==> config.mk <==
export PLATFORM = sky130hd
export DESIGN_NAME = ddri_init_ctrl
export DESIGN_NICKNAME = d
export VERILOG_FILES = /design/src/include/ddri_pkg.sv /design/src/ddri_init_ctrl.sv /design/src/ddri_wait_timer.sv
export VERILOG_INCLUDE_DIRS = /design/src /design/src/include
export SDC_FILE = /design/constraint.sdc
export NUM_CORES = 1
export LEC_CHECK = 0
export BUFFER_PORTS_ARGS = -buffer_cell sky130_fd_sc_hd__buf_2
export CORE_MARGIN = 2
export CORE_UTILIZATION = 63
export CTS_CLUSTER_DIAMETER = 50
export DETAILED_ROUTE_END_ITERATION = 8
export PLACE_DENSITY = 0.86
export SYNTH_ARGS = -nofsm -noshare
export SYNTH_HDL_FRONTEND = slang
export SYNTH_SLANG_ARGS = --single-unit
==> constraint.sdc <==
create_clock -name clk -period 4.2 [get_ports clk]
set_input_delay 0.21 -clock clk [delete_from_list [all_inputs] [get_ports clk]]
set_output_delay 0.21 -clock clk [all_outputs]
set_load 0.01 [all_outputs]
==> src/include/ddri_params.svh <==
/*
 Timing counts, command encodings and mode-register field positions for the
 power-up sequencer. Assumes a 100 MHz controller clock.
*/
`ifndef DDRI_PARAMS_SVH
`define DDRI_PARAMS_SVH
`define DDRI_CLK_PERIOD_NS 10
`define DDRI_T_STABLE_US 200
`define DDRI_T_STABLE_CYC ((`DDRI_T_STABLE_US * 1000 + `DDRI_CLK_PERIOD_NS - 1) / `DDRI_CLK_PERIOD_NS)
`define DDRI_T_CKE_NS 400
`define DDRI_T_CKE_CYC ((`DDRI_T_CKE_NS + `DDRI_CLK_PERIOD_NS - 1) / `DDRI_CLK_PERIOD_NS)
`define DDRI_DLL_LOCK_CYC 200
`define DDRI_GAP_CYC 4
`define DDRI_REFRESH_COUNT 2
`define DDRI_ADDR_DLL_RESET 8
`define DDRI_ADDR_AUTO_PRE 10
`define DDRI_ADDR_DLL_OFF 0
`define DDRI_ADDR_STROBE_SE 10
`define DDRI_ADDR_RD_STROBE 11
`define DDRI_ADDR_DRV_LSB 7
`define DDRI_ADDR_DRV_MSB 9
`define DDRI_BANK_EMR2 3'h2
`define DDRI_BANK_EMR3 3'h3
`define DDRI_BANK_EMR1 3'h1
`define DDRI_BANK_MR 3'h0
`define DDRI_CMD_NOP 4'h7
`define DDRI_CMD_DESEL 4'hF
`define DDRI_CMD_PRE 4'h2
`define DDRI_CMD_MODE 4'h0
`define DDRI_CMD_REF 4'h1
`define DDRI_CMD_ACT 4'h3
`define DDRI_CMD_RD 4'h5
`define DDRI_CMD_WR 4'h4
`endif

==> src/include/ddri_pkg.sv <==
/*
 Types shared by the power-up sequencer files.
 Assumes nothing beyond a SystemVerilog compiler.
*/
package ddri_pkg;
   typedef enum logic [1:0] {DDRI_OP_ACT, DDRI_OP_RD, DDRI_OP_WR, DDRI_OP_PRE} ddri_op_t;
endpackage

==> src/ddri_init_ctrl.sv <==
/*
 Controller that powers up and initializes an external DDR2 memory, then
 passes single activate/read/write/precharge orders to it.
 Assumes the memory clock pair is generated outside from clk and that power
 is stable when rst_n is released.
*/
`timescale 1ns/100ps
`include "ddri_params.svh"
module ddri_init_ctrl
   import ddri_pkg::*;
#(
   parameter int ADDR_W = 16,
   parameter int BANK_W = 3,
   parameter int T_STABLE_CYC = `DDRI_T_STABLE_CYC,
   parameter logic [ADDR_W-1:0] MODE_OPS = 16'h0032,
   parameter logic [ADDR_W-1:0] EXT1_OPS = 16'h0000
)
(
   input wire logic clk,
   input wire logic rst_n,
   input wire logic req_valid,
   output logic req_ready,
   input wire ddri_op_t req_op,
   input wire logic [BANK_W-1:0] req_bank,
   input wire logic [ADDR_W-1:0] req_addr,
   input wire logic req_auto_pre,
   output logic init_done,
   output logic mem_ck_en,
   output logic die_term_ctl,
   output logic mem_cs_n,
   output logic mem_ras_n,
   output logic mem_cas_n,
   output logic mem_we_n,
   output logic bank_sel_0,
   output logic bank_sel_1,
   output logic bank_sel_2,
   output logic [ADDR_W-1:0] mem_addr
);

   // ------------------------------------------------------------------
   // Sequencer
   // ------------------------------------------------------------------
   typedef enum logic [3:0] {
      DDRI_S_POWER, DDRI_S_CKE, DDRI_S_PRE1, DDRI_S_EMR2, DDRI_S_EMR3, DDRI_S_EMR1,
      DDRI_S_MRRST, DDRI_S_PRE2, DDRI_S_REF, DDRI_S_MROP, DDRI_S_DRVDEF, DDRI_S_DRVEXIT,
      DDRI_S_READY
   } ddri_state_t;

   ddri_state_t state_q;
   logic timer_load;
   logic [31:0] timer_val;
   logic timer_done;
   logic started_q;
   logic [1:0] ref_cnt_q;
   logic [7:0] lock_cnt_q;
   logic issue;
   logic [3:0] cmd_d;
   logic [BANK_W-1:0] bank_d;
   logic [ADDR_W-1:0] addr_d;
   logic [3:0] cmd_q;
   logic [BANK_W-1:0] bank_q;
   logic [(1 << BANK_W)-1:0] open_valid_q;

   function automatic logic [ADDR_W-1:0] with_bit(input logic [ADDR_W-1:0] v,
                                                   input int pos, input logic b);
      logic [ADDR_W-1:0] r;
      r = v;
      r[pos] = b;
      return r;
   endfunction

   function automatic logic [ADDR_W-1:0] ext1_word(input logic [2:0] drv);
      logic [ADDR_W-1:0] r;
      r = with_bit(EXT1_OPS, `DDRI_ADDR_DLL_OFF, 1'b0);
      r[`DDRI_ADDR_DRV_MSB:`DDRI_ADDR_DRV_LSB] = drv;
      r[ADDR_W-1:13] = '0;
      return r;
   endfunction

   ddri_wait_timer #(.WIDTH(32)) u_timer (
      .clk(clk),
      .rst_n(rst_n),
      .load(timer_load),
      .value(timer_val),
      .done(timer_done)
   );

   // Steps after the clock-enable wait issue a command when the spacing timer runs out; refresh sends two, calibration also waits on the lock count.
   assign issue = timer_done && (state_q != DDRI_S_READY) && (state_q != DDRI_S_POWER)
                  && (state_q != DDRI_S_CKE);

   always_ff @(posedge clk or negedge rst_n)
   begin
      if (!rst_n)
      begin
         state_q <= DDRI_S_POWER;
      end
      else
      begin
         unique case (state_q)
            DDRI_S_POWER: if (started_q && timer_done) state_q <= DDRI_S_CKE;
            DDRI_S_CKE: if (timer_done) state_q <= DDRI_S_PRE1;
            DDRI_S_PRE1: if (issue) state_q <= DDRI_S_EMR2;
            DDRI_S_EMR2: if (issue) state_q <= DDRI_S_EMR3;
            DDRI_S_EMR3: if (issue) state_q <= DDRI_S_EMR1;
            DDRI_S_EMR1: if (issue) state_q <= DDRI_S_MRRST;
            DDRI_S_MRRST: if (issue) state_q <= DDRI_S_PRE2;
            DDRI_S_PRE2: if (issue) state_q <= DDRI_S_REF;
            DDRI_S_REF: if (issue && ref_cnt_q == 2'(`DDRI_REFRESH_COUNT - 1))
               state_q <= DDRI_S_MROP;
            DDRI_S_MROP: if (issue) state_q <= DDRI_S_DRVDEF;
            DDRI_S_DRVDEF: if (issue && lock_cnt_q == '0) state_q <= DDRI_S_DRVEXIT;
            DDRI_S_DRVEXIT: if (issue) state_q <= DDRI_S_READY;
            DDRI_S_READY: state_q <= DDRI_S_READY;
         endcase
      end
   end

   // The spacing timer is reloaded whenever a step issues, but not on entry to DDRI_S_PRE1; the gap
   // also covers mode-write and precharge recovery with margin.
   always_comb
   begin
      timer_load = 1'b0;
      timer_val = 32'(`DDRI_GAP_CYC);
      if (state_q == DDRI_S_POWER && !started_q)
      begin
         timer_load = 1'b1;
         timer_val = 32'(T_STABLE_CYC);
      end
      else if (state_q == DDRI_S_POWER && timer_done)
      begin
         timer_load = 1'b1;
         timer_val = 32'(`DDRI_T_CKE_CYC);
      end
      else if (issue)
      begin
         timer_load = 1'b1;
      end
   end

   // Power-on wait: loaded once after reset release.
   always_ff @(posedge clk or negedge rst_n)
   begin
      if (!rst_n)
      begin
         started_q <= 1'b0;
      end
      else
      begin
         started_q <= 1'b1;
      end
   end

   always_ff @(posedge clk or negedge rst_n)
   begin
      if (!rst_n)
      begin
         ref_cnt_q <= '0;
      end
      else if (state_q == DDRI_S_REF && issue)
      begin
         ref_cnt_q <= ref_cnt_q + 2'h1;
      end
   end

   // Counts clocks since the loop-reset write before calibration may start.
   always_ff @(posedge clk or negedge rst_n)
   begin
      if (!rst_n)
      begin
         lock_cnt_q <= 8'hFF;
      end
      else if (state_q == DDRI_S_MRRST && issue)
      begin
         lock_cnt_q <= 8'(`DDRI_DLL_LOCK_CYC - 1);
      end
      else if (lock_cnt_q != '0 && state_q > DDRI_S_MRRST)
      begin
         lock_cnt_q <= lock_cnt_q - 8'h1;
      end
   end

   // ------------------------------------------------------------------
   // Command selection
   // ------------------------------------------------------------------
   always_comb
   begin
      cmd_d = `DDRI_CMD_NOP;
      bank_d = '0;
      addr_d = '0;
      if (issue)
      begin
         unique case (state_q)
            DDRI_S_PRE1, DDRI_S_PRE2:
            begin
               cmd_d = `DDRI_CMD_PRE;
               addr_d = with_bit('0, `DDRI_ADDR_AUTO_PRE, 1'b1);
            end
            DDRI_S_EMR2:
            begin
               cmd_d = `DDRI_CMD_MODE;
               bank_d = `DDRI_BANK_EMR2;
            end
            DDRI_S_EMR3:
            begin
               cmd_d = `DDRI_CMD_MODE;
               bank_d = `DDRI_BANK_EMR3;
            end
            DDRI_S_EMR1:
            begin
               cmd_d = `DDRI_CMD_MODE;
               bank_d = `DDRI_BANK_EMR1;
               addr_d = ext1_word(3'h0);
            end
            DDRI_S_MRRST:
            begin
               cmd_d = `DDRI_CMD_MODE;
               bank_d = `DDRI_BANK_MR;
               addr_d = with_bit(MODE_OPS & 16'h1FFF, `DDRI_ADDR_DLL_RESET, 1'b1);
            end
            DDRI_S_REF: cmd_d = `DDRI_CMD_REF;
            DDRI_S_MROP:
            begin
               cmd_d = `DDRI_CMD_MODE;
               bank_d = `DDRI_BANK_MR;
               addr_d = with_bit(MODE_OPS & 16'h1FFF, `DDRI_ADDR_DLL_RESET, 1'b0);
            end
            DDRI_S_DRVDEF:
            begin
               cmd_d = (lock_cnt_q == '0) ? `DDRI_CMD_MODE : `DDRI_CMD_NOP;
               bank_d = `DDRI_BANK_EMR1;
               addr_d = ext1_word(3'h7);
            end
            DDRI_S_DRVEXIT:
            begin
               cmd_d = `DDRI_CMD_MODE;
               bank_d = `DDRI_BANK_EMR1;
               addr_d = ext1_word(3'h0);
            end
            default: cmd_d = `DDRI_CMD_NOP;
         endcase
      end
      else if (state_q == DDRI_S_READY && req_valid)
      begin
         bank_d = req_bank;
         addr_d = req_addr;
         unique case (req_op)
            DDRI_OP_ACT: cmd_d = `DDRI_CMD_ACT;
            DDRI_OP_RD, DDRI_OP_WR:
            begin
               // Column orders to a closed bank are not passed on.
               cmd_d = !open_valid_q[req_bank] ? `DDRI_CMD_NOP
                     : (req_op == DDRI_OP_RD) ? `DDRI_CMD_RD : `DDRI_CMD_WR;
               addr_d = with_bit(req_addr, `DDRI_ADDR_AUTO_PRE, req_auto_pre);
            end
            DDRI_OP_PRE:
            begin
               cmd_d = `DDRI_CMD_PRE;
               addr_d = with_bit('0, `DDRI_ADDR_AUTO_PRE, req_auto_pre);
            end
         endcase
      end
   end

   assign req_ready = (state_q == DDRI_S_READY);

   // Tracks which banks hold an open row, so no read or write is sent to a
   // closed bank. One bit stands for each bank.
   always_ff @(posedge clk or negedge rst_n)
   begin
      if (!rst_n)
      begin
         open_valid_q <= '0;
      end
      else if (state_q == DDRI_S_READY && req_valid)
      begin
         if (req_op == DDRI_OP_ACT)
         begin
            open_valid_q[req_bank] <= 1'b1;
         end
         else if (req_op == DDRI_OP_PRE)
         begin
            if (req_auto_pre)
            begin
               open_valid_q <= '0;
            end
            else
            begin
               open_valid_q[req_bank] <= 1'b0;
            end
         end
         else if (req_auto_pre && open_valid_q[req_bank])
         begin
            open_valid_q[req_bank] <= 1'b0;
         end
      end
   end

   // ------------------------------------------------------------------
   // Pin registers
   // ------------------------------------------------------------------
   always_ff @(posedge clk or negedge rst_n)
   begin
      if (!rst_n)
      begin
         cmd_q <= `DDRI_CMD_NOP;
         bank_q <= '0;
         mem_addr <= '0;
      end
      else
      begin
         cmd_q <= cmd_d;
         bank_q <= bank_d;
         mem_addr <= addr_d;
      end
   end

   // Clock enable stays low until the power-on wait ends, then high for good.
   always_ff @(posedge clk or negedge rst_n)
   begin
      if (!rst_n)
      begin
         mem_ck_en <= 1'b0;
      end
      else if (state_q != DDRI_S_POWER)
      begin
         mem_ck_en <= 1'b1;
      end
   end

   always_ff @(posedge clk or negedge rst_n)
   begin
      if (!rst_n)
      begin
         init_done <= 1'b0;
      end
      else
      begin
         init_done <= (state_q == DDRI_S_READY);
      end
   end

   // Termination is never enabled by this controller.
   assign die_term_ctl = 1'b0;
   assign mem_cs_n = cmd_q[3];
   assign mem_ras_n = cmd_q[2];
   assign mem_cas_n = cmd_q[1];
   assign mem_we_n = cmd_q[0];
   assign bank_sel_0 = bank_q[0];
   assign bank_sel_1 = bank_q[1];
   assign bank_sel_2 = bank_q[2];

   // ------------------------------------------------------------------
   // Checks
   // ------------------------------------------------------------------
   logic [31:0] cke_age_q;
   always_ff @(posedge clk or negedge rst_n)
   begin
      if (!rst_n)
      begin
         cke_age_q <= '0;
      end
      else if (mem_ck_en && cke_age_q != 32'hFFFFFFFF)
      begin
         cke_age_q <= cke_age_q + 32'h1;
      end
   end

   a_cke_low_boot: assert property (@(posedge clk) disable iff (!rst_n)
      (!started_q || state_q == DDRI_S_POWER) |-> !mem_ck_en)
      else $error("clock enable high at start");
   a_term_off: assert property (@(posedge clk) disable iff (!rst_n)
      !die_term_ctl) else $error("termination driven high");
   a_nop_after_cke: assert property (@(posedge clk) disable iff (!rst_n)
      (mem_ck_en && cke_age_q < 32'(`DDRI_T_CKE_CYC)) |-> (cmd_q == `DDRI_CMD_NOP))
      else $error("command too soon after clock enable");
   a_emr2_bank: assert property (@(posedge clk) disable iff (!rst_n)
      (state_q == DDRI_S_EMR2 && issue) |=> (cmd_q == `DDRI_CMD_MODE && bank_q == 3'h2))
      else $error("bad second extended write");
   a_emr3_bank: assert property (@(posedge clk) disable iff (!rst_n)
      (state_q == DDRI_S_EMR3 && issue) |=> (bank_q == 3'h3)) else $error("bad third write");
   a_dll_reset_bit: assert property (@(posedge clk) disable iff (!rst_n)
      (state_q == DDRI_S_MRRST && issue) |=> (mem_addr[8] && mem_addr[15:13] == 3'h0))
      else $error("loop reset bit missing");
   a_mrop_bit: assert property (@(posedge clk) disable iff (!rst_n)
      (state_q == DDRI_S_MROP && issue) |=> (!mem_addr[8] && bank_q == 3'h0))
      else $error("operating write resets loop");
   a_lock_wait: assert property (@(posedge clk) disable iff (!rst_n)
      (cmd_q == `DDRI_CMD_MODE && bank_q == 3'h1 && mem_addr[9:7] == 3'h7)
      |-> ($past(state_q, 200) > DDRI_S_MRRST)) else $error("calibration too early");
   a_pre_all: assert property (@(posedge clk) disable iff (!rst_n)
      (state_q == DDRI_S_PRE2 && issue) |=> (cmd_q == `DDRI_CMD_PRE && mem_addr[10]))
      else $error("precharge all malformed");
   c_init_done: cover property (@(posedge clk) disable iff (!rst_n) $rose(init_done));
   c_activate: cover property (@(posedge clk) disable iff (!rst_n) cmd_q == `DDRI_CMD_ACT);
   c_read: cover property (@(posedge clk) disable iff (!rst_n) cmd_q == `DDRI_CMD_RD);
endmodule

==> src/ddri_wait_timer.sv <==
/*
 Down-counting wait timer used to space the initialization commands.
 Assumes a single clock domain; load and count come from the same clock.
*/
`timescale 1ns/100ps
module ddri_wait_timer
   import ddri_pkg::*;
#(
   parameter int WIDTH = 16
)
(
   input wire logic clk,
   input wire logic rst_n,
   input wire logic load,
   input wire logic [WIDTH-1:0] value,
   output logic done
);
   logic [WIDTH-1:0] count_q;

   always_ff @(posedge clk or negedge rst_n)
   begin
      if (!rst_n)
      begin
         count_q <= '0;
      end
      else if (load)
      begin
         count_q <= value;
      end
      else if (count_q != '0)
      begin
         count_q <= count_q - 1'b1;
      end
   end

   // Done does not look at load: the caller builds load from done, and
   // folding load back in here would close a combinational loop.
   assign done = (count_q == '0);
endmodule

==> reports/qor.csv, run 1 <==
stage,metric,value,unit
detailed_routing,firstDrtPassIters,5,
synth,synth_simple_gate_area_share,24.5,%
detailed_routing,drc,0,
sta,rsz0062_at_grt,no,
pwr,power_frac_clock,39.9,%
cts,numCtsBuffers,9,
layout,seqCellArea,1990,sq um
critical_path,worst_ep_arrival_time,3.05,ns
sta,post-route-min-period,2.77,ns
placement,place_congestion,0.853,
synth,synth_seq_cells,79,
synth,yosysWarnings,0,
die,die_h,85.9,um
synth,synth.mux.area_fraction,0.770,%
grt,overflow,0,
critical_path,required,4.48,ns
placement,port-buffer-count,49,
placement,dp_hpwl,6500,um
detailed_routing,wl_per_cell,16.6,um
die,core,6420,sq um
synth,synth_edf_count,0,
pwr,p_per_area,375,nW/um^2
synth,ys.flop_type,dfrtp_1,
layout,syn_to_final_growth,12.3,%
placement,dp_cells,562,
critical_path,path_max_fanout,15,
critical_path,r2r_start,u_timer.count_q[14],
cts,cts_max_path_buffers,2,
critical_path,critPathLaunchType,flop,
detailed_routing,top_layer,met4,
synth,async_flop_share,100,%
critical_path,r2r_cells,5,
die,fp-row-count,29,
synth,yosys.cell_types.count,61,
pwr,p_sw,0.482,mW
grt,grt_pass1_wl,16200,um
synth,yosysTopAreaCell,dfrtp_1,
synth,synth_area_leaders,"dfrtp_1 40%, dfstp_2 6.8%, a21oi_1 5.3%",
detailed_routing,wl,9580,um
die,dieArea,7380,sq um
pwr,vdd_drop_max,0.252,mV
sta,slew_headroom,34.1,%
detailed_routing,wl_met3,583,um
sta,worstMarginPinSlew,0.975,ns
die,io_pins,52,
synth,synth_top_family_by_area,simple AND/OR/NAND/NOR gates,
worst_hold_path,hp-class,in2async,
detailed_routing,drt-vias-per-instance,6.30,
pwr,seqPwrFrac,47.4,%
sta,setup_tns,0,ns
pwr,p_sw_share,27.1,%
synth,avgSynthCellArea,9.29,sq um
layout,finalNonFillerCells,578,
placement,place_ws,1.53,ns
cts,postCtsSetupBuffers,0,
synth,syn_inst,455,
grt,grt_usage,27.9,%
detailed_routing,wl_met1,4240,um
layout,drive_gt1_share,19.6,%
detailed_routing,vias,3641,
cts,cts_tree,built,
cts,numClockSinks,79,
pwr,combPwrFrac,12.7,%
critical_path,r2r-end,u_timer.count_q[4],
grt,antenna_found_initial,0,
grt,grt_max_degree,80,
sta,fmax,361,MHz
cts,post_cts_resized,0,
sta,slew_violations,0,
cts,clk_pin_slew_worst_paths,0.09,ns
layout,final_core_util,73.9,%
layout,design.final.nets,528,
detailed_routing,drt_iter0_markers,343,
critical_path,path_class,reg2reg,
run,drv_cap,0,
layout,fillCellCount,451,
grt,first_global_vias,3456,
synth,yosysSeqAreaShare,47.1,%
synth,synth-xor-area-share,3.32,%
pwr,p_leak,2.14,nW
die,die_x,85.9,um
die,start_util,65.8,%
layout,antenna_cells,0,
pwr,finalPower,1.78,mW
detailed_routing,ant_nets,0,
synth,synth_area,4230,sq um
cts,h-tree-depth,3,
sta,timing.final.crit_share,65.9,%
status,violations,negative hold slack,
critical_path,r2r_setup_slack,1.43,ns
cts,holdBufCountCts,0,
sta,whs,-0.0230,ns
pwr,p_int,1.30,mW
status,outcome,"complete, but fails checks",
cts,insertion_delay,0.36,ns
sta,setup_viol,0,
synth,synthAdderAreaFrac,2.07,%
detailed_routing,wl_met2,4580,um
synth,synth_top_area_share,40.3,%
synth,synth-compound-area-share,17.9,%
sta,finClkSkew,0.00934,ns
cts,root_buffer,clkbuf_8,
critical_path,cp-end-kind,flop,
layout,multi_input_area,2070,sq um
sta,layout_setup_ws,1.43,ns
sta,final_hold_viol_count,8,
## worst max-delay path: stages, from the launching register on
cell and delay (ns):
dfrtp_1 0.40, or4_4 0.64, or4b_4 0.59, nor3_2 0.66, o31ai_1 0.20, a21oi_1 0.20
## power by group through the flow
stage | clock, mW | combinational [mW] | sequential, mW
4_1_cts | 0.714 | 0.223 | 0.843
6_report | 0.709 | 0.226 | 0.843
3_5_place_dp | 0 | 0.220 | 0.856
5_1_grt | 0.748 | 0.254 | 0.852
3_3_place_gp | 0 | 0.208 | 0.854
2_1_floorplan | 0 | 0.157 | 0.844
## layout by cell type, fill, tap and decap left out, drive strengths merged, types with 3 or more instances in the layout
cell type  Yosys  final
nor4           6      6
nand4b         4      4
o41ai          6      6
or3           20     20
clkbuf        16     10
nand2         38     38
or4           10     10
a21o           5      5
ha             7      7
xor2           9      9
dfstp         11     11
nor3b          3      3
inv           15     17
nand3         18     18
o31ai         10     10
nor2          29     29
and2          10     10
nor3          18     18
dfrtp         68     68
or2            7      7
buf            9     54
nand4          4      4
a41oi          7      7
nand2b         5      5
conb           2      3
xnor2          7      7
nor2b          3      3
a31oi          3      3
o21ai         28     28
a21oi         45     45
bufinv         0      3
## per-layer routing
metal,vias up,GRT usage (%)
li1,1737,-
met1,1744,39.3
met2,142,43.1
met3,18,6.35
met4,0,9.24
met5,-,0
## cells in the mapped netlist, types with 9 or more instances
cell      instances
nand3_1          18
and2_1           10
dfrtp_1          68
or3_1            19
o31ai_1          10
nor2_1           29
nand2_1          38
o21ai_0          26
xor2_1            9
nor3_1           17
a21oi_1          45
inv_1            15
clkbuf_1         16
dfstp_2          11
## per-stage QoR
stage	cell area (sq um)	hold WS [ns]
5_1_grt	4750	0.0377
3_5_place_dp	4490	0.405
4_1_cts	4750	0.0251
2_1_floorplan	4230	-0.0856
6_report	4750	-0.0230
3_3_place_gp	4490	0.404
## state kept, by name, summed over array words and instances, names as in the netlist
| register | count |
|---|---|
| lock_cnt_q | 8 |
| cmd_q | 3 |
| started_q | 1 |
| bank_q | 3 |
| u_timer.count_q | 32 |
| open_valid_q | 8 |
| init_done | 1 |
| mem_addr | 16 |
| state_q | 4 |
| mem_ck_en | 1 |
| ref_cnt_q | 2 |
## final cells by class
cell class | instances | share of cell area [%]
tap | 77 | 2.03
sequential | 79 | 41.9
multi-input combinational | 337 | 43.5
clock buffer | 10 | 2.90
timing repair buffer | 54 | 6.01
inverter | 15 | 1.19
clock inverter | 6 | 2.42
## how the worst max path moves through the flow
stage / startpoint / to / cells after the start
2_1_floorplan: u_timer.count_q[13] / ref_cnt_q[0] / 4
3_3_place_gp: u_timer.count_q[13] / u_timer.count_q[7] / 5
3_5_place_dp: u_timer.count_q[13] / u_timer.count_q[6] / 5
4_1_cts: u_timer.count_q[13] / u_timer.count_q[4] / 5
5_1_grt: u_timer.count_q[5] / u_timer.count_q[4] / 5
6_report: u_timer.count_q[14] / u_timer.count_q[4] / 5
## cell families after synthesis
family | after synthesis
simple gates | 186
buf+inv | 40
other cells | 2
flops | 79
fa+ha+maj | 7
mux | 3
xor+xnor | 16
compound gates | 122
Note: power is estimated with default switching activity, not from simulation.
==> run 2: changes to the inputs <==
--- a/config.mk
+++ b/config.mk
@@ -8,10 +8,10 @@
 export LEC_CHECK = 0
 export BUFFER_PORTS_ARGS = -buffer_cell sky130_fd_sc_hd__buf_2
 export CORE_MARGIN = 2
-export CORE_UTILIZATION = 63
+export CORE_UTILIZATION = 58
 export CTS_CLUSTER_DIAMETER = 50
 export DETAILED_ROUTE_END_ITERATION = 8
-export PLACE_DENSITY = 0.86
+export PLACE_DENSITY = 0.8
 export SYNTH_ARGS = -nofsm -noshare
 export SYNTH_HDL_FRONTEND = slang
 export SYNTH_SLANG_ARGS = --single-unit
==> constraint.sdc (replaced) <==
create_clock -name clk -period 2.75 [get_ports clk]
set_input_delay 0.1375 -clock clk [delete_from_list [all_inputs] [get_ports clk]]
set_output_delay 0.1375 -clock clk [all_outputs]
set_load 0.01 [all_outputs]
==> run 2 against run 1 <==
Effect of this change:
- the run now ends clean
- clock power up 29%
- global-route usage shrank 2.5 points
- fmax up 13%
- register-to-register slack worse by 1.1 ns
- die area grew 8.2%
- clock skew grew 0.0020 ns
- via count grew 2.0%
- combinational power increased by 61%
- sequential power grew 53%
==> reports/qor.csv, run 2 (synthesis results as in run 1) <==
stage,metric,value,unit,change
status,outcome,completed,,
detailed_routing,vias,3715,,+2.0%
sta,finClkSkew,0.0114,ns,+0.00203 ns
grt,antenna_found_initial,0,,unchanged
critical_path,crit_start,u_timer.count_q[13],,
sta,layout_setup_ws,0.293,ns,-1.14 ns
pwr,p_leak,2.22,nW,+4.0%
critical_path,critical-path-max-stage-delay,0.63,ns,-0.03 ns
layout,design.final.nets,552,,+4.5%
die,die_x,89.4,um,+4.0%
cts,h-tree-depth,3,,unchanged
critical_path,critPathLaunchType,flop,,
die,dieArea,7990,sq um,+8.2%
cts,numCtsBuffers,9,,unchanged
cts,clk_pin_slew_worst_paths,0.09,ns,about the same
placement,port-buffer-count,49,,unchanged
layout,drive_gt1_share,20.2,%,+0.63 points
critical_path,path_class,reg2reg,,
sta,final_hold_viol_count,0,,-8
layout,layout_common_cells,"68 x dfrtp_1, 48 x buf_2, 45 x a21oi_1",,
critical_path,cpMaxStageDelayCell,or4_4,,
detailed_routing,firstDrtPassIters,7,,+2
grt,grt_usage,25.4,%,-2.5 points
sta,worstMarginPinSlew,0.978,ns,+0.00310 ns
pwr,vdd_drop_max,0.347,mV,+37%
layout,largest_register,u_timer.count_q,,
layout,fillCellCount,549,,+22%
critical_path,r2r_cells,5,,unchanged
sta,setup_viol,0,,unchanged
detailed_routing,ant_nets,0,,unchanged
cts,post_cts_resized,0,,unchanged
cts,postCtsSetupBuffers,0,,unchanged
cts,root_buffer,clkbuf_8,,
critical_path,r2r_start,u_timer.count_q[13],,
die,fp-row-count,31,,+6.9%
layout,final_core_util,69.4,%,-4.5 points
grt,grt_pass1_wl,15700,um,-3.2%
worst_hold_path,hp-class,in2reg,,
detailed_routing,drc,0,,unchanged
critical_path,r2r_setup_slack,0.29,ns,-1.14 ns
detailed_routing,wl_per_cell,15.6,um,-6.2%
critical_path,crit_family,simple AND/OR/NAND/NOR gates,,
critical_path,required,3.00,ns,-1.48 ns
critical_path,cp_num_cells,5,,unchanged
cts,numClockSinks,79,,unchanged
placement,place_congestion,0.859,,+0.73%
critical_path,cp_num_buf_inv,0,,unchanged
grt,first_global_vias,3326,,-3.8%
die,io_pins,52,,unchanged
cts,holdBufCountCts,16,,+16
layout,layout_commonest_cell,dfrtp_1,,
detailed_routing,drt-vias-per-instance,5.94,,-5.6%
die,core,7140,sq um,+11%
critical_path,crit_end,ref_cnt_q[1],,
sta,setup_tns,0,ns,unchanged
placement,place_ws,0.333,ns,-1.20 ns
cts,cts_max_path_buffers,2,,unchanged
cts,insertion_delay,0.37,ns,about the same
critical_path,crit_chain,"or4_4, or4b_4, or4_4, nand2_1, o21ai_1",,
placement,post_dp_cell_area,4580,sq um,+1.9%
cts,cts_tree,built,,
critical_path,cp_common_cell,or4_4,,
detailed_routing,wl,9720,um,+1.5%
sta,post-route-min-period,2.46,ns,-0.309 ns
detailed_routing,drt_iter0_markers,261,,-24%
sta,rsz0062_at_grt,no,,
layout,syn_to_final_growth,17.2,%,
critical_path,r2r-end,ref_cnt_q[1],,
sta,timing.final.crit_share,89.4,%,+23 points
layout,largest_register_ffs,32,,unchanged
layout,top_regs,"u_timer.count_q x32, mem_addr x16",,
die,die_h,89.4,um,+4.0%
critical_path,path_max_fanout,13,,-2
layout,final_cell_area,4950,sq um,+4.3%
critical_path,worst_ep_arrival_time,2.71,ns,-0.34 ns
sta,slew_violations,0,,unchanged
pwr,finalPower,2.56,mW,+44%
sta,slew_headroom,34.8,%,+0.71 points
critical_path,cp-end-kind,flop,,
placement,dp_hpwl,6360,um,-2.2%
sta,fmax,407,MHz,+13%
run,drv_cap,0,,unchanged
die,start_util,59.2,%,-6.6 points
grt,grt_max_degree,80,,unchanged
grt,overflow,0,,unchanged
pwr,p_per_area,518,nW/um^2,+38%
-- run 2: cell count changes in the layout (fill, tap and decap cells not counted), sizes merged --
cell,delta
clkbuf,-1
inv,+3
dlygate4sd3,+16
buf,+8
bufinv,-2
diode,+1
-- run 2: worst register-to-register path: cells and delay by family, from the launching register on --
kind	cells	cell delay [ns]
flops	1	0.45
compound gates	1	0.06
simple gates	4	1.85
-- run 2: layout make-up --
class / count / area, sq um / share of cell area (%)
clock inverters: 7 / 83.8 / 1.69
inverters: 15 / 56.3 / 1.14
repair buffers: 78 / 505 / 10.2
clock buffers: 9 / 124 / 2.50
well taps: 99 / 124 / 2.50
diodes: 1 / 2.50 / 0.0505
flip-flops and latches: 79 / 1990 / 40.2
multi-input cells: 337 / 2070 / 41.7
-- run 2: worst min path at each step --
| stage | startpoint | to | slack (ns) | depth (start not counted) |
|---|---|---|---|---|
| after floorplan | rst_n | bank_q[0] | -0.16 | 0 |
| after global placement | req_addr[8] | mem_addr[8] | 0.33 | 3 |
| after detailed placement | req_addr[8] | mem_addr[8] | 0.34 | 3 |
| after CTS | req_bank[0] | bank_q[0] | 0.11 | 3 |
| after global routing | req_bank[0] | bank_q[0] | 0.13 | 3 |
| final | req_bank[0] | bank_q[0] | 0.13 | 3 |
-- run 2: layer usage --
layer | share of wire [%] | wire length (um) | vias to the layer above | global-route usage (%)
li1 | - | - | 1790 | -
met1 | 45 | 4360 | 1802 | 36.4
met2 | 48 | 4690 | 103 | 37.7
met3 | 4.6 | 446 | 20 | 4.52
met4 | 2.3 | 228 | 0 | 11.5
met5 | 0 | 0 | - | 0
-- run 2: through the flow --
| step | hold slack [ns] | instances |
|---|---|---|
| floorplan | -0.158 | 456 |
| global placement | 0.332 | 592 |
| detailed placement | 0.337 | 592 |
| CTS | 0.105 | 624 |
| global route | 0.129 | 624 |
| finish | 0.126 | 625 |
-- run 2: power breakdown --
group | switching (mW) | total, mW | internal, mW
combinational | 0.217 | 0.364 | 0.147
sequential | 0.0640 | 1.29 | 1.22
clock | 0.477 | 0.915 | 0.438
total | 0.757 | 2.56 | 1.81
==> run 3: changes to the inputs <==
--- a/config.mk
+++ b/config.mk
@@ -12,6 +12,8 @@
 export CTS_CLUSTER_DIAMETER = 50
 export DETAILED_ROUTE_END_ITERATION = 8
 export PLACE_DENSITY = 0.8
+export RECOVER_POWER = 50
+export SKIP_CTS_REPAIR_TIMING = 1
 export SYNTH_ARGS = -nofsm -noshare
 export SYNTH_HDL_FRONTEND = slang
 export SYNTH_SLANG_ARGS = --single-unit
==> run 3 against run 2 <==
Effect of this change:
- the flow now finishes with violations (max-capacitance violations, max-slew violations)
- clock power barely moved
- register-to-register slack improved by 0.02 ns
- critical path depth did not move
- wire length fell by 0.64%
- largest cell class unchanged
==> reports/qor.csv, run 3 (synthesis results as in run 1) <==
stage,metric,value,unit,change
sta,final_hold_viol_count,0,,unchanged
worst_hold_path,hp-class,in2reg,,
cts,numCtsBuffers,9,,unchanged
critical_path,r2r_cells,5,,unchanged
critical_path,path_max_fanout,13,,unchanged
critical_path,crit_chain,"or4_4, or4b_4, or4_4, nand2_1, o21ai_1",,
layout,antenna_cells,0,,-1
pwr,p_int,1.81,mW,about the same
run,drv_cap,1,,+1
pwr,seqPwrFrac,50.1,%,about the same
layout,top_regs,"u_timer.count_q x32, mem_addr x16",,
pwr,power_frac_clock,35.8,%,about the same
critical_path,cpMaxStageDelayCell,or4_4,,
critical_path,crit_family,simple AND/OR/NAND/NOR gates,,
status,violations,"max-capacitance violations, max-slew violations",,
layout,largest_register_ffs,32,,unchanged
detailed_routing,ant_nets,0,,unchanged
critical_path,r2r-end,ref_cnt_q[1],,
pwr,combPwrFrac,14.1,%,about the same
grt,grt_max_degree,80,,unchanged
die,dieArea,7990,sq um,unchanged
sta,fmax,409,MHz,+0.62%
placement,post_dp_cell_area,4580,sq um,unchanged
sta,timing.final.crit_share,88.8,%,-0.55 points
layout,syn_to_final_growth,16.5,%,
layout,largest_register,u_timer.count_q,,
cts,clk_pin_slew_worst_paths,0.09,ns,about the same
pwr,p_leak,2.16,nW,-2.6%
critical_path,path_class,reg2reg,,
layout,final_core_util,69.0,%,-0.42 points
sta,whs,0.128,ns,+0.00210 ns
sta,slew_headroom,-28.4,%,-63 points
die,core,7140,sq um,unchanged
detailed_routing,drt_iter0_markers,291,,+11%
critical_path,cp_num_buf_inv,0,,unchanged
sta,post-route-min-period,2.44,ns,-0.0151 ns
critical_path,required,3.00,ns,about the same
grt,grt_usage,24.6,%,-0.83 points
worst_hold_path,holdPathStages,3,,unchanged
worst_hold_path,min_from,req_bank[0],,
detailed_routing,drt-vias-per-instance,5.92,,-0.44%
critical_path,crit_start,u_timer.count_q[13],,
critical_path,cp_num_cells,5,,unchanged
placement,dp_hpwl,6360,um,unchanged
detailed_routing,wl_met2,4660,um,-0.75%
layout,layout_commonest_cell,dfrtp_1,,
sta,worstMarginPinSlew,1.93,ns,+0.948 ns
detailed_routing,wl_per_cell,15.5,um,-0.32%
layout,final_cell_area,4920,sq um,-0.61%
critical_path,cp_common_cell,or4_4,,
cts,h-tree-depth,3,,unchanged
grt,overflow,0,,unchanged
die,die_x,89.4,um,unchanged
pwr,vdd_drop_max,0.346,mV,-0.28%
critical_path,critical-path-max-stage-delay,0.62,ns,about the same
die,fp-row-count,31,,unchanged
critical_path,r2r_start,u_timer.count_q[13],,
sta,rsz0062_at_grt,no,,
detailed_routing,drc,0,,unchanged
cts,cts_tree,built,,
sta,setup_tns,0,ns,unchanged
critical_path,worst_ep_arrival_time,2.69,ns,-0.02 ns
sta,slew_violations,80,,+80
placement,place_congestion,0.859,,unchanged
cts,cts_max_path_buffers,2,,unchanged
placement,port-buffer-count,49,,unchanged
cts,root_buffer,clkbuf_8,,
detailed_routing,vias,3687,,-0.75%
critical_path,r2r_setup_slack,0.31,ns,+0.02 ns
sta,setup_viol,0,,unchanged
detailed_routing,wl_met1,4300,um,-1.3%
die,start_util,59.2,%,unchanged
critical_path,critPathLaunchType,flop,,
detailed_routing,wl,9660,um,-0.64%
pwr,p_per_area,521,nW/um^2,+0.58%
sta,finClkSkew,0.0134,ns,+0.00205 ns
critical_path,cp-end-kind,flop,,
layout,layout_common_cells,"68 x dfrtp_1, 45 x a21oi_1, 38 x nand2_1",,
detailed_routing,firstDrtPassIters,5,,-2
cts,insertion_delay,0.37,ns,about the same
cts,numClockSinks,79,,unchanged
layout,design.final.nets,551,,-0.18%
detailed_routing,wl_met3,496,um,+11%
status,outcome,"complete, but fails checks",,
critical_path,crit_end,ref_cnt_q[1],,
pwr,p_sw,0.758,mW,about the same
die,die_h,89.4,um,unchanged
grt,antenna_found_initial,0,,unchanged
grt,grt_pass1_wl,15200,um,-3.0%
placement,dp_cells,592,,unchanged
grt,first_global_vias,3227,,-3.0%
detailed_routing,top_layer,met4,,
die,io_pins,52,,unchanged
layout,finalNonFillerCells,623,,-0.32%
pwr,p_sw_share,29.6,%,about the same
layout,drive_gt1_share,17.9,%,-2.3 points
==> run 3: changes by cell type in the layout (fill, tap and decap cells not counted), sizes merged <==
cell         delta
buf            -13
clkbuf         +13
diode           -1
dlygate4sd3     -1
==> run 3: worst min path at each step <==
stage	to	slack (ns)
after floorplan	bank_q[0]	-0.16
after global placement	mem_addr[8]	0.33
after detailed placement	mem_addr[8]	0.34
after CTS	mem_addr[8]	-0.05
after global routing	bank_q[0]	0.13
final	bank_q[0]	0.13
==> run 3: routing by layer <==
metal	GRT usage [%]	vias to the layer above
li1	-	1788
met1	36.0	1765
met2	36.2	111
met3	4.06	23
met4	10.4	0
met5	0	-
==> run 3: stage by stage <==
step           total power [mW]  setup slack, ns
3_5_place_dp               1.65            0.333
5_1_grt                    2.70            0.154
3_3_place_gp               1.63            0.397
6_report                   2.56            0.308
2_1_floorplan              1.53            0.505
4_1_cts                    2.56            0.317
==> run 3: layout make-up <==
class                      count  area, sq um
timing repair buffer          77          478
fill                         556         2210
clock buffer                   9          124
clock inverter                 7         83.8
inverter                      15         56.3
sequential                    79         1990
multi-input combinational    337         2070
tap                           99          124
==> run 3: power by group through the flow <==
stage                     Combinational (mW)  Sequential (mW)  Clock, mW
final                                  0.361             1.29      0.917
after global routing                   0.409             1.30      0.995
after CTS                              0.342             1.28      0.934
after detailed placement               0.340             1.31          0
after global placement                 0.330             1.30          0
after floorplan                        0.239             1.29          0
==> run 3: worst register-to-register path: stages, from the launching register on <==
cell	delay, ns
dfrtp_1	0.44
or4_4	0.62
or4b_4	0.60
or4_4	0.53
nand2_1	0.09
o21ai_1	0.06
